File: config.mk
export PLATFORM = sky130hd
export DESIGN_NAME = converter_mode_control
export DESIGN_NICKNAME = d
export VERILOG_FILES = /design/src/common/mode_ctrl_pkg.sv /design/src/common/settle_if.sv /design/src/rtl/settle_counter.sv /design/src/rtl/converter_mode_control.sv
export VERILOG_INCLUDE_DIRS = /design/src /design/src/common
export SDC_FILE = /design/constraint.sdc
export NUM_CORES = 1
export LEC_CHECK = 0
export BUFFER_PORTS_ARGS = -buffer_cell sky130_fd_sc_hd__buf_4
export CORE_MARGIN = 5
export CORE_UTILIZATION = 51
export CTS_CLUSTER_SIZE = 30
export DETAILED_ROUTE_END_ITERATION = 7
export PLACE_DENSITY = 0.82
export SETUP_SLACK_MARGIN = 0.1
export SYNTH_ARGS = -nofsm -noshare
export SYNTH_HDL_FRONTEND = slang
export SYNTH_SLANG_ARGS = --single-unit
File: constraint.sdc
create_clock -name clk -period 2 [get_ports clk]
set_clock_uncertainty 0.05 [all_clocks]
set_input_delay 0.3 -clock clk [delete_from_list [all_inputs] [get_ports clk]]
set_output_delay 0.3 -clock clk [all_outputs]
set_load 0.01 [all_outputs]
File: src/common/mode_ctrl_defs.svh
`ifndef MODE_CTRL_DEFS_SVH
`define MODE_CTRL_DEFS_SVH

// register index and reset value; mode field resets to continuous conversion
`define MODE_REG_ADDR      6'h01
`define DATA_REG_ADDR      6'h04
`define MODE_RESET_VAL     16'h2000
`define MODE_WR_MASK       16'hE7FC
// field positions
`define BIT_REF_EN         15
`define BIT_RAIL_EN        14
`define BIT_SETTLED        13
`define DELAY_HI           10
`define DELAY_LO           8
`define BIT_RATE_X2        7
`define MODE_HI            6
`define MODE_LO            4
`define CLKSEL_HI          3
`define CLKSEL_LO          2
`define BIT_SW_RESET       0
// channel switch delays in modulator periods
`define DLY_CODE0          13'h000E
`define DLY_CODE1          13'h0019
`define DLY_CODE2          13'h0040
`define DLY_CODE3          13'h0100
`define DLY_CODE4          13'h0400
`define DLY_CODE5          13'h0800
`define DLY_CODE6          13'h1000
`define DLY_CODE7          13'h0001
// software reset pulse length in clocks
`define SW_RESET_CYCLES    4'h4

`endif

File: src/common/mode_ctrl_pkg.sv
package mode_ctrl_pkg;
   typedef enum logic [2:0] {
      MODE_CONT = 3'h0, MODE_SINGLE = 3'h1, MODE_STANDBY = 3'h2, MODE_RSVD = 3'h3,
      MODE_INT_OFS = 3'h4, MODE_RSVD5 = 3'h5, MODE_SYS_OFS = 3'h6, MODE_SYS_GAIN = 3'h7
   } conv_mode_e;
   typedef enum logic [1:0] {
      CLK_INT = 2'h0, CLK_INT_OUT = 2'h1, CLK_EXT = 2'h2, CLK_RSVD = 2'h3
   } clk_src_e;
endpackage

File: src/common/settle_if.sv
`timescale 1ns/1ps
interface settle_if;
   logic        start;
   logic [12:0] periods;
   logic        busy;
   logic        done;
   modport ctrl (output start, output periods, input busy, input done);
   modport cnt  (input start, input periods, output busy, output done);
endinterface

File: src/rtl/settle_counter.sv
`timescale 1ns/1ps
module settle_counter (
   input  wire logic clk,
   input  wire logic rstn,
   input  wire logic modTick,
   settle_if.cnt     sif
);
   logic [12:0] count_ff;
   logic        busy_ff;

   // --------------------------------------------------------------
   // counts modulator ticks after a channel switch
   // --------------------------------------------------------------
   // restart wins over a running count
   always_ff @(posedge clk or negedge rstn) begin
      if (!rstn) begin
         count_ff <= 13'h0000;
         busy_ff  <= 1'b0;
      end else if (sif.start) begin
         count_ff <= sif.periods;
         busy_ff  <= 1'b1;
      end else if (busy_ff && modTick) begin
         count_ff <= count_ff - 13'h0001;
         if (count_ff == 13'h0001) begin
            busy_ff <= 1'b0;
         end
      end
   end

   assign sif.busy = busy_ff;
   assign sif.done = busy_ff && modTick && (count_ff == 13'h0001);
endmodule

File: src/rtl/converter_mode_control.sv
`timescale 1ns/1ps
`include "mode_ctrl_defs.svh"
module converter_mode_control (
   input  wire logic        clk,
   input  wire logic        rstn,
   input  wire logic        regWrite,
   input  wire logic        regRead,
   input  wire logic [5:0]  regAddr,
   input  wire logic [15:0] regWdata,
   output logic      [15:0] regRdata,
   input  wire logic        modTick,
   input  wire logic        channelSwitch,
   input  wire logic        resultWritten,
   output logic             refEnable,
   output logic             referenceOutputEnable,
   output logic             ampRailDetectEnable,
   output logic             settledOutputOnly,
   output logic             rateDouble,
   output logic      [2:0]  convMode,
   output logic      [1:0]  clockSourceSelect,
   output logic             intOscEnable,
   output logic             crystalClockOutEnable,
   output logic             extClockSelect,
   output logic             filterReset,
   output logic             convStart,
   output logic             settleBusy,
   output logic             settleDone,
   output logic             newResultReady,
   output logic             softwareResetPulse
);
   logic [15:0] mode_ff;
   logic        start_ff;
   logic        rdy_ff;
   logic [3:0]  swRst_ff;
   logic        modeWrite;
   logic        dataRead;
   logic [12:0] delayPeriods;
   logic        modeRuns;
   settle_if    sif ();

   assign modeWrite = regWrite && (regAddr == `MODE_REG_ADDR);
   assign dataRead  = regRead && (regAddr == `DATA_REG_ADDR);

   // --------------------------------------------------------------
   // mode register
   // --------------------------------------------------------------
   // whole word loads at once; reserved and reset bits masked off
   always_ff @(posedge clk or negedge rstn) begin
      if (!rstn) begin
         mode_ff <= `MODE_RESET_VAL;
      end else if (swRst_ff != 4'h0) begin
         mode_ff <= `MODE_RESET_VAL;
      end else if (modeWrite) begin
         mode_ff <= regWdata & `MODE_WR_MASK;
      end
   end

   // --------------------------------------------------------------
   // software reset, self clearing
   // --------------------------------------------------------------
   // stretched a few cycles so the core sees a clean pulse
   always_ff @(posedge clk or negedge rstn) begin
      if (!rstn) begin
         swRst_ff <= 4'h0;
      end else if (modeWrite && regWdata[`BIT_SW_RESET]) begin
         swRst_ff <= `SW_RESET_CYCLES;
      end else if (swRst_ff != 4'h0) begin
         swRst_ff <= swRst_ff - 4'h1;
      end
   end
   assign softwareResetPulse = (swRst_ff != 4'h0);

   // --------------------------------------------------------------
   // restart after write
   // --------------------------------------------------------------
   // start follows filter reset one cycle later so the new mode is stored
   always_ff @(posedge clk or negedge rstn) begin
      if (!rstn) begin
         start_ff <= 1'b0;
      end else begin
         start_ff <= modeWrite && !regWdata[`BIT_SW_RESET];
      end
   end
   assign filterReset = modeWrite;
   assign convStart   = start_ff && modeRuns;

   // --------------------------------------------------------------
   // mode decode
   // --------------------------------------------------------------
   // standby and reserved code 3 never start the core; reserved code 5 does
   always_comb begin
      case (mode_ctrl_pkg::conv_mode_e'(convMode))
         mode_ctrl_pkg::MODE_CONT:     modeRuns = 1'b1;
         mode_ctrl_pkg::MODE_SINGLE:   modeRuns = 1'b1;
         mode_ctrl_pkg::MODE_STANDBY:  modeRuns = 1'b0;
         mode_ctrl_pkg::MODE_RSVD:     modeRuns = 1'b0;
         mode_ctrl_pkg::MODE_INT_OFS:  modeRuns = 1'b1;
         mode_ctrl_pkg::MODE_RSVD5:    modeRuns = 1'b1;
         mode_ctrl_pkg::MODE_SYS_OFS:  modeRuns = 1'b1;
         mode_ctrl_pkg::MODE_SYS_GAIN: modeRuns = 1'b1;
         default:                      modeRuns = 1'b0;
      endcase
   end

   // --------------------------------------------------------------
   // new-result flag
   // --------------------------------------------------------------
   // a result landing with a read keeps the flag: set wins
   always_ff @(posedge clk or negedge rstn) begin
      if (!rstn) begin
         rdy_ff <= 1'b0;
      end else if (resultWritten) begin
         rdy_ff <= 1'b1;
      end else if (modeWrite || dataRead || softwareResetPulse) begin
         rdy_ff <= 1'b0;
      end
   end
   assign newResultReady = rdy_ff;

   // --------------------------------------------------------------
   // field decode
   // --------------------------------------------------------------
   assign refEnable             = mode_ff[`BIT_REF_EN];
   assign referenceOutputEnable = mode_ff[`BIT_REF_EN];
   assign ampRailDetectEnable   = mode_ff[`BIT_RAIL_EN];
   assign settledOutputOnly     = mode_ff[`BIT_SETTLED];
   assign rateDouble            = mode_ff[`BIT_RATE_X2];
   assign convMode              = mode_ff[`MODE_HI:`MODE_LO];
   assign clockSourceSelect     = mode_ff[`CLKSEL_HI:`CLKSEL_LO];

   // --------------------------------------------------------------
   // clock source decode
   // --------------------------------------------------------------
   // the reserved code falls back to the internal oscillator
   always_comb begin
      case (mode_ctrl_pkg::clk_src_e'(clockSourceSelect))
         mode_ctrl_pkg::CLK_INT: begin
            intOscEnable          = 1'b1;
            crystalClockOutEnable = 1'b0;
            extClockSelect        = 1'b0;
         end
         mode_ctrl_pkg::CLK_INT_OUT: begin
            intOscEnable          = 1'b1;
            crystalClockOutEnable = 1'b1;
            extClockSelect        = 1'b0;
         end
         mode_ctrl_pkg::CLK_EXT: begin
            intOscEnable          = 1'b0;
            crystalClockOutEnable = 1'b0;
            extClockSelect        = 1'b1;
         end
         default: begin
            intOscEnable          = 1'b1;
            crystalClockOutEnable = 1'b0;
            extClockSelect        = 1'b0;
         end
      endcase
   end

   // --------------------------------------------------------------
   // channel switch delay
   // --------------------------------------------------------------
   always_comb begin
      case (mode_ff[`DELAY_HI:`DELAY_LO])
         3'h0: delayPeriods = `DLY_CODE0;
         3'h1: delayPeriods = `DLY_CODE1;
         3'h2: delayPeriods = `DLY_CODE2;
         3'h3: delayPeriods = `DLY_CODE3;
         3'h4: delayPeriods = `DLY_CODE4;
         3'h5: delayPeriods = `DLY_CODE5;
         3'h6: delayPeriods = `DLY_CODE6;
         default: delayPeriods = `DLY_CODE7;
      endcase
   end
   assign sif.start   = channelSwitch;
   assign sif.periods = delayPeriods;
   assign settleBusy  = sif.busy;
   assign settleDone  = sif.done;

   settle_counter u_settle (
      .clk     (clk),
      .rstn    (rstn),
      .modTick (modTick),
      .sif     (sif)
   );

   // --------------------------------------------------------------
   // read data, registered
   // --------------------------------------------------------------
   // bit 0 is write-only so it always reads zero
   always_ff @(posedge clk or negedge rstn) begin
      if (!rstn) begin
         regRdata <= 16'h0000;
      end else if (regRead && regAddr == `MODE_REG_ADDR) begin
         regRdata <= mode_ff;
      end else begin
         regRdata <= 16'h0000;
      end
   end
endmodule

* Word-level counts from Yosys, hierarchy flattened
Memories as Yosys holds them, arrays and structs flattened.
Index checks and enable logic that the tools add are counted.
W data, S select, Z words.
** Storage, ports and cells
- Register bits after elaboration :: 52
- Memory bits (read-only) :: 8
- Logic and storage cells :: 56
- Memories kept :: 1
** Memory list
- (no name shown) :: words 8, width 1, read ports 1, clocked after memory_dff 0, write ports 0, line converter_mode_control.sv:92 : case (mode_ctrl_pkg::conv_mode_e'(convMode))
** Cells by class
- Add/sub/neg operators :: 2
- Equal/unequal tests :: 11
- Mux-type cells :: 16
- Reductions and logical operators :: 19
** Operators by type and width (number)
- $pmux W13 S7 :: 1
- $mux W16 :: 3
- $mux W13 :: 2
- $eq A13 B1 Y1 const B :: 1
- $sub A13 B1 Y13 const B :: 1
- $reduce_bool A2 Y1 :: 5
- $eq A3 B3 Y1 const B :: 3
- $logic_and A1 B1 Y1 :: 8
- $mux W1 :: 8
- $mux W4 :: 2
- $eq A3 B2 Y1 const B :: 2
- $eq A6 B1 Y1 const B :: 1
- $eq A6 B3 Y1 const B :: 1
- $reduce_bool A4 Y1 :: 1
- $sub A4 B1 Y4 const B :: 1
- $eq A3 B1 Y1 const B :: 1
- $logic_not A3 Y1 :: 1
- $eq A2 B1 Y1 const B :: 1
- $eq A2 B2 Y1 const B :: 1
- $logic_or A1 B1 Y1 :: 2
- $reduce_and A2 Y1 :: 1
- $logic_not A1 Y1 :: 1

* Longest topological paths before layout
- Depth in word-level cells :: 6
- Gate-level depth with buffers :: 6
- Depth with buffers taken out :: 6

* Modules after synthesis
From an unflattened synthesis, not the netlist that was laid out.
** Unflattened totals
- Cells, all modules :: 201
- Area total of the unflattened synthesis :: 2198.4 um^2
** By module, submodules not included
- converter_mode_control :: instances 1, cells each 114, area each 1345.0 um^2, sequential area each 752.0 um^2
- settle_counter :: instances 1, cells each 87, area each 853.3 um^2, sequential area each 350.3 um^2

* Least setup slack after synthesis
No wires, ideal clock.
- Path type :: reg2out
- Start :: reg u_settle.count_ff[3]
- End :: out settleDone
- Data arrival time :: 1.776 ns
- Required time :: 1.650 ns
- Setup slack :: -0.126 ns
- Cell stages (with the launch flop) :: 5
- Path buffers :: 1
- Path through :: dfrtp_1 > or4_1 > buf_6 > or2_1 > nor4b_1
** Between the ends
- Longest elaborated chain between the ends :: 2
** Ends and longest elaborated chain
- from (decl) :: line settle_counter.sv:8 : logic [12:0] count_ff;
- from (signal assigned) :: line settle_counter.sv:20 : count_ff <= sif.periods;
- from (signal assigned) :: line settle_counter.sv:23 : count_ff <= count_ff - 13'h0001;
- $eq A13 B1 Y1 :: line settle_counter.sv:31 : assign sif.done = busy_ff && modTick && (count_ff == 13'h0001);
- $logic_and A1 B1 Y1 :: line settle_counter.sv:31
- to (decl) :: line converter_mode_control.sv:27 : output logic settleDone,
Every way passes these cells.

* Worst setup path in the final report
- Start :: reg u_settle.count_ff[5]
- End :: out settleDone
Same word-level chain as after synthesis.

==> metrics.csv <==
metric,value,unit
cts_made_buffers,5,
max_slew_margin,62.9,%
routed_antenna_nets,0,
grt_pass1_vias,1621,
ratio_of_cells_with_drive_above_1_in_the_final_layout,34.6,%
largest_net_degree_at_the_start_of_global_routing,45,
nFillCells,309,
critical_path.cell_chain,or4_4 -> or2_4 -> nor4b_4 -> buf_4,
path_max_fanout,2,
overflow,0,
fp-row-count,23,
ctsLongestPathBuffers,2,
dr_total_vias,1653,
globalplace.congestion,0.799,
syn_avg_cell_area,11.2,sq um
ys.flop_type,dfrtp_1,
timing.critical_path.buf_inv,1,
timing.setup.critical_path_class,reg2out,
starting_utilization_of_the_core_area,53.7,%
mostFrequentLayoutCell,buf_4,
drv.max_cap_violation_count,0,
outcome,finished with violations,
grt_first_pass_wirelength,7710,microns
core_area,0.00409,sq mm
die-area,0.00571,sq mm
ios,64,
critical_path_source_type,flip-flop,
worst_path_dominant_cell_family,simple AND/OR/NAND/NOR gates,
worst_ir_drop_vdd,542,uV
route.detailed.vias_per_inst,5.38,
chip_width,75.6,microns
most-common-layout-cells,"buf_4, dfrtp_1, nor2_1",
worstReg2RegStart,u_settle.count_ff[5],
post_synth_edffs,0,
detail_route.drc_violations,0,
insertion_delay,300,ps
period_share,111,%
placement.io_buffers,56,
cpMaxStageDelayCell,or4_4,
finish.net_count,289,
yosysUniqueCellTypes,50,
number_of_cells_on_the_worst_reg_to_reg_path,5,
synthesis.yosys.warnings,0,
fin_util,68.7,%
antennaDiodeCount,0,
hpwl,3390,microns
clk_pin_slew_worst_paths,90,ps
syn_area,0.00219,sq mm
worst_path_largest_cell_delay,550,ps
rsz0062_at_grt,true,
final_design_area_no_fill,0.00281,sq mm
timing.final.hold_violations,0,
tot_gr_track_use,18.2,%
final_period_minus_worst_setup_slack,2210,ps
classification_of_the_worst_slack_hold_path,in2reg,
postSynthRegisterBits,44,
finalSetupTns,-211,ps
timing.hold.worst_path_depth,2,
clock_sinks,44,
timing.rr.end,u_settle.count_ff[12],
hold_path_startpoint,regWdata[0],
ctsRootBufferMaster,clkbuf_8,
setup_slack,-211,ps
detail_route.wirelength,4730,microns
dpl-instance-area,0.00265,sq mm
area.growth.synth_to_final,28.1,%
max_freq,452,MHz
cp_data_arrival_time,1860,ps
violations_in_the_final_reports,setup timing,
drt_iter0_markers,82,
max_slew_violation_total_from_the_final_report,0,
total_design_power,2.19,mW
ys_async_sr_fraction,100,%
static-leakage-power,1.40,nW
reg2reg_setup_slack,70,ps
h-tree-depth,2,
finalSetupViolations,1,
first_pass_iters,4,
grt_antenna_before_repair,0,
cp-end-kind,primary output,
register_area_share_after_synthesis,50.3,%
clock_tree_from_tritoncts,done,
power.density_cell_area,779,mW/mm^2
postSynthCellCount,196,
worst_slew_pin_slew,556,ps
post_drt_wl_per_cell,15.4,microns
min_to,start_ff,
worst-endpoint-required,1650,ps
die_h,75.6,microns
-- where the power goes --
group	internal [mW]	leakage, nW	switching [mW]
combinational	0.217	0.749	0.247
clock	0.408	0.0614	0.303
sequential	0.955	0.586	0.0577
-- state kept, by name, indices dropped and copies added, names as in the netlist --
register / cells
mode_ff: 12
newResultReady: 1
regRdata: 12
start_ff: 1
swRst_ff: 4
u_settle.count_ff: 13
u_settle.sif.busy: 1
-- cells by family after synthesis --
family,synth area share [%]
and+or+nand+nor,22.8
AOI/OAI and AO/OA,12.3
muxes,1.37
xor gates and xnor gates,3.99
other,0.171
buffers and inverters,6.84
adders and majority gates,2.28
DFF,50.3
-- cells in the mapped netlist, types with 3 or more instances --
cell,instances,area [sq um]
a21oi_1,5,25.0
nand2b_1,3,18.8
inv_1,9,33.8
and2_1,13,81.3
a31oi_1,3,18.8
nor4_4,4,85.1
xnor2_1,9,78.8
nor2_1,17,63.8
nand4b_1,3,26.3
a22o_1,12,105
nand2_1,5,18.8
nor2b_1,4,25.0
buf_4,10,75.1
nor3_1,3,15.0
dfrtp_1,43,1080
ha_1,4,50.1
mux2i_1,3,30.0
clkbuf_1,3,11.3
buf_2,3,15.0
-- how the worst max path moves through the flow --
stage | startpoint | endpoint | slack [ps] | depth (start not counted)
floorplan | u_settle.count_ff[2] | settleDone | 100 | 4
detailed placement | u_settle.count_ff[4] | u_settle.count_ff[12] | 40 | 5
global placement | u_settle.count_ff[4] | u_settle.count_ff[12] | 90 | 5
CTS | u_settle.count_ff[5] | settleDone | -190 | 4
global route | u_settle.count_ff[5] | settleDone | -240 | 4
finish | u_settle.count_ff[5] | settleDone | -210 | 4
-- stage by stage --
step,instances,hold slack (ps),setup slack (ps)
2_1_floorplan,199,-45.6,96.2
3_3_place_gp,295,270,86.2
3_5_place_dp,295,276,40.7
4_1_cts,306,92.6,-189
5_1_grt,307,104,-241
6_report,307,99.8,-211
-- layout make-up --
cell class / instances / area, sq um / share of cell area, %
flip-flops and latches: 44 / 1100 / 39.2
multi-input cells: 128 / 976 / 34.7
repair buffers: 68 / 513 / 18.3
clock buffers: 6 / 82.6 / 2.94
well taps: 50 / 62.6 / 2.23
clock inverters: 2 / 38.8 / 1.38
inverters: 9 / 33.8 / 1.20
-- worst reg2reg max path: cells and delay by family, from the launching register on --
kind	cells	cell delay [ps]
simple gates	2	820
flops	1	400
compound gates	2	340
buf+inv	1	210
-- timing repair --
| action | CTS | global route |
|---|---|---|
| pin swaps | 0 | 0 |
| setup buffers | 2 | 1 |
| gates resized for setup | 1 | 1 |
| cloned | 0 | 0 |
| hold buffers | 1 | 0 |
| endpoints found under the hold margin | 43 | 0 |
| endpoints found under the setup margin | 3 | 16 |
-- per-layer routing --
| layer | wire, microns | global-route usage [%] | vias up |
|---|---|---|---|
| li1 | - | - | 795 |
| met5 | 0 | 0 | - |
| met2 | 2350 | 30.1 | 44 |
| met3 | 282 | 4.75 | 5 |
| met4 | 59 | 5.24 | 0 |
| met1 | 2030 | 23.4 | 809 |
Note: power is estimated with default switching activity, not from simulation.
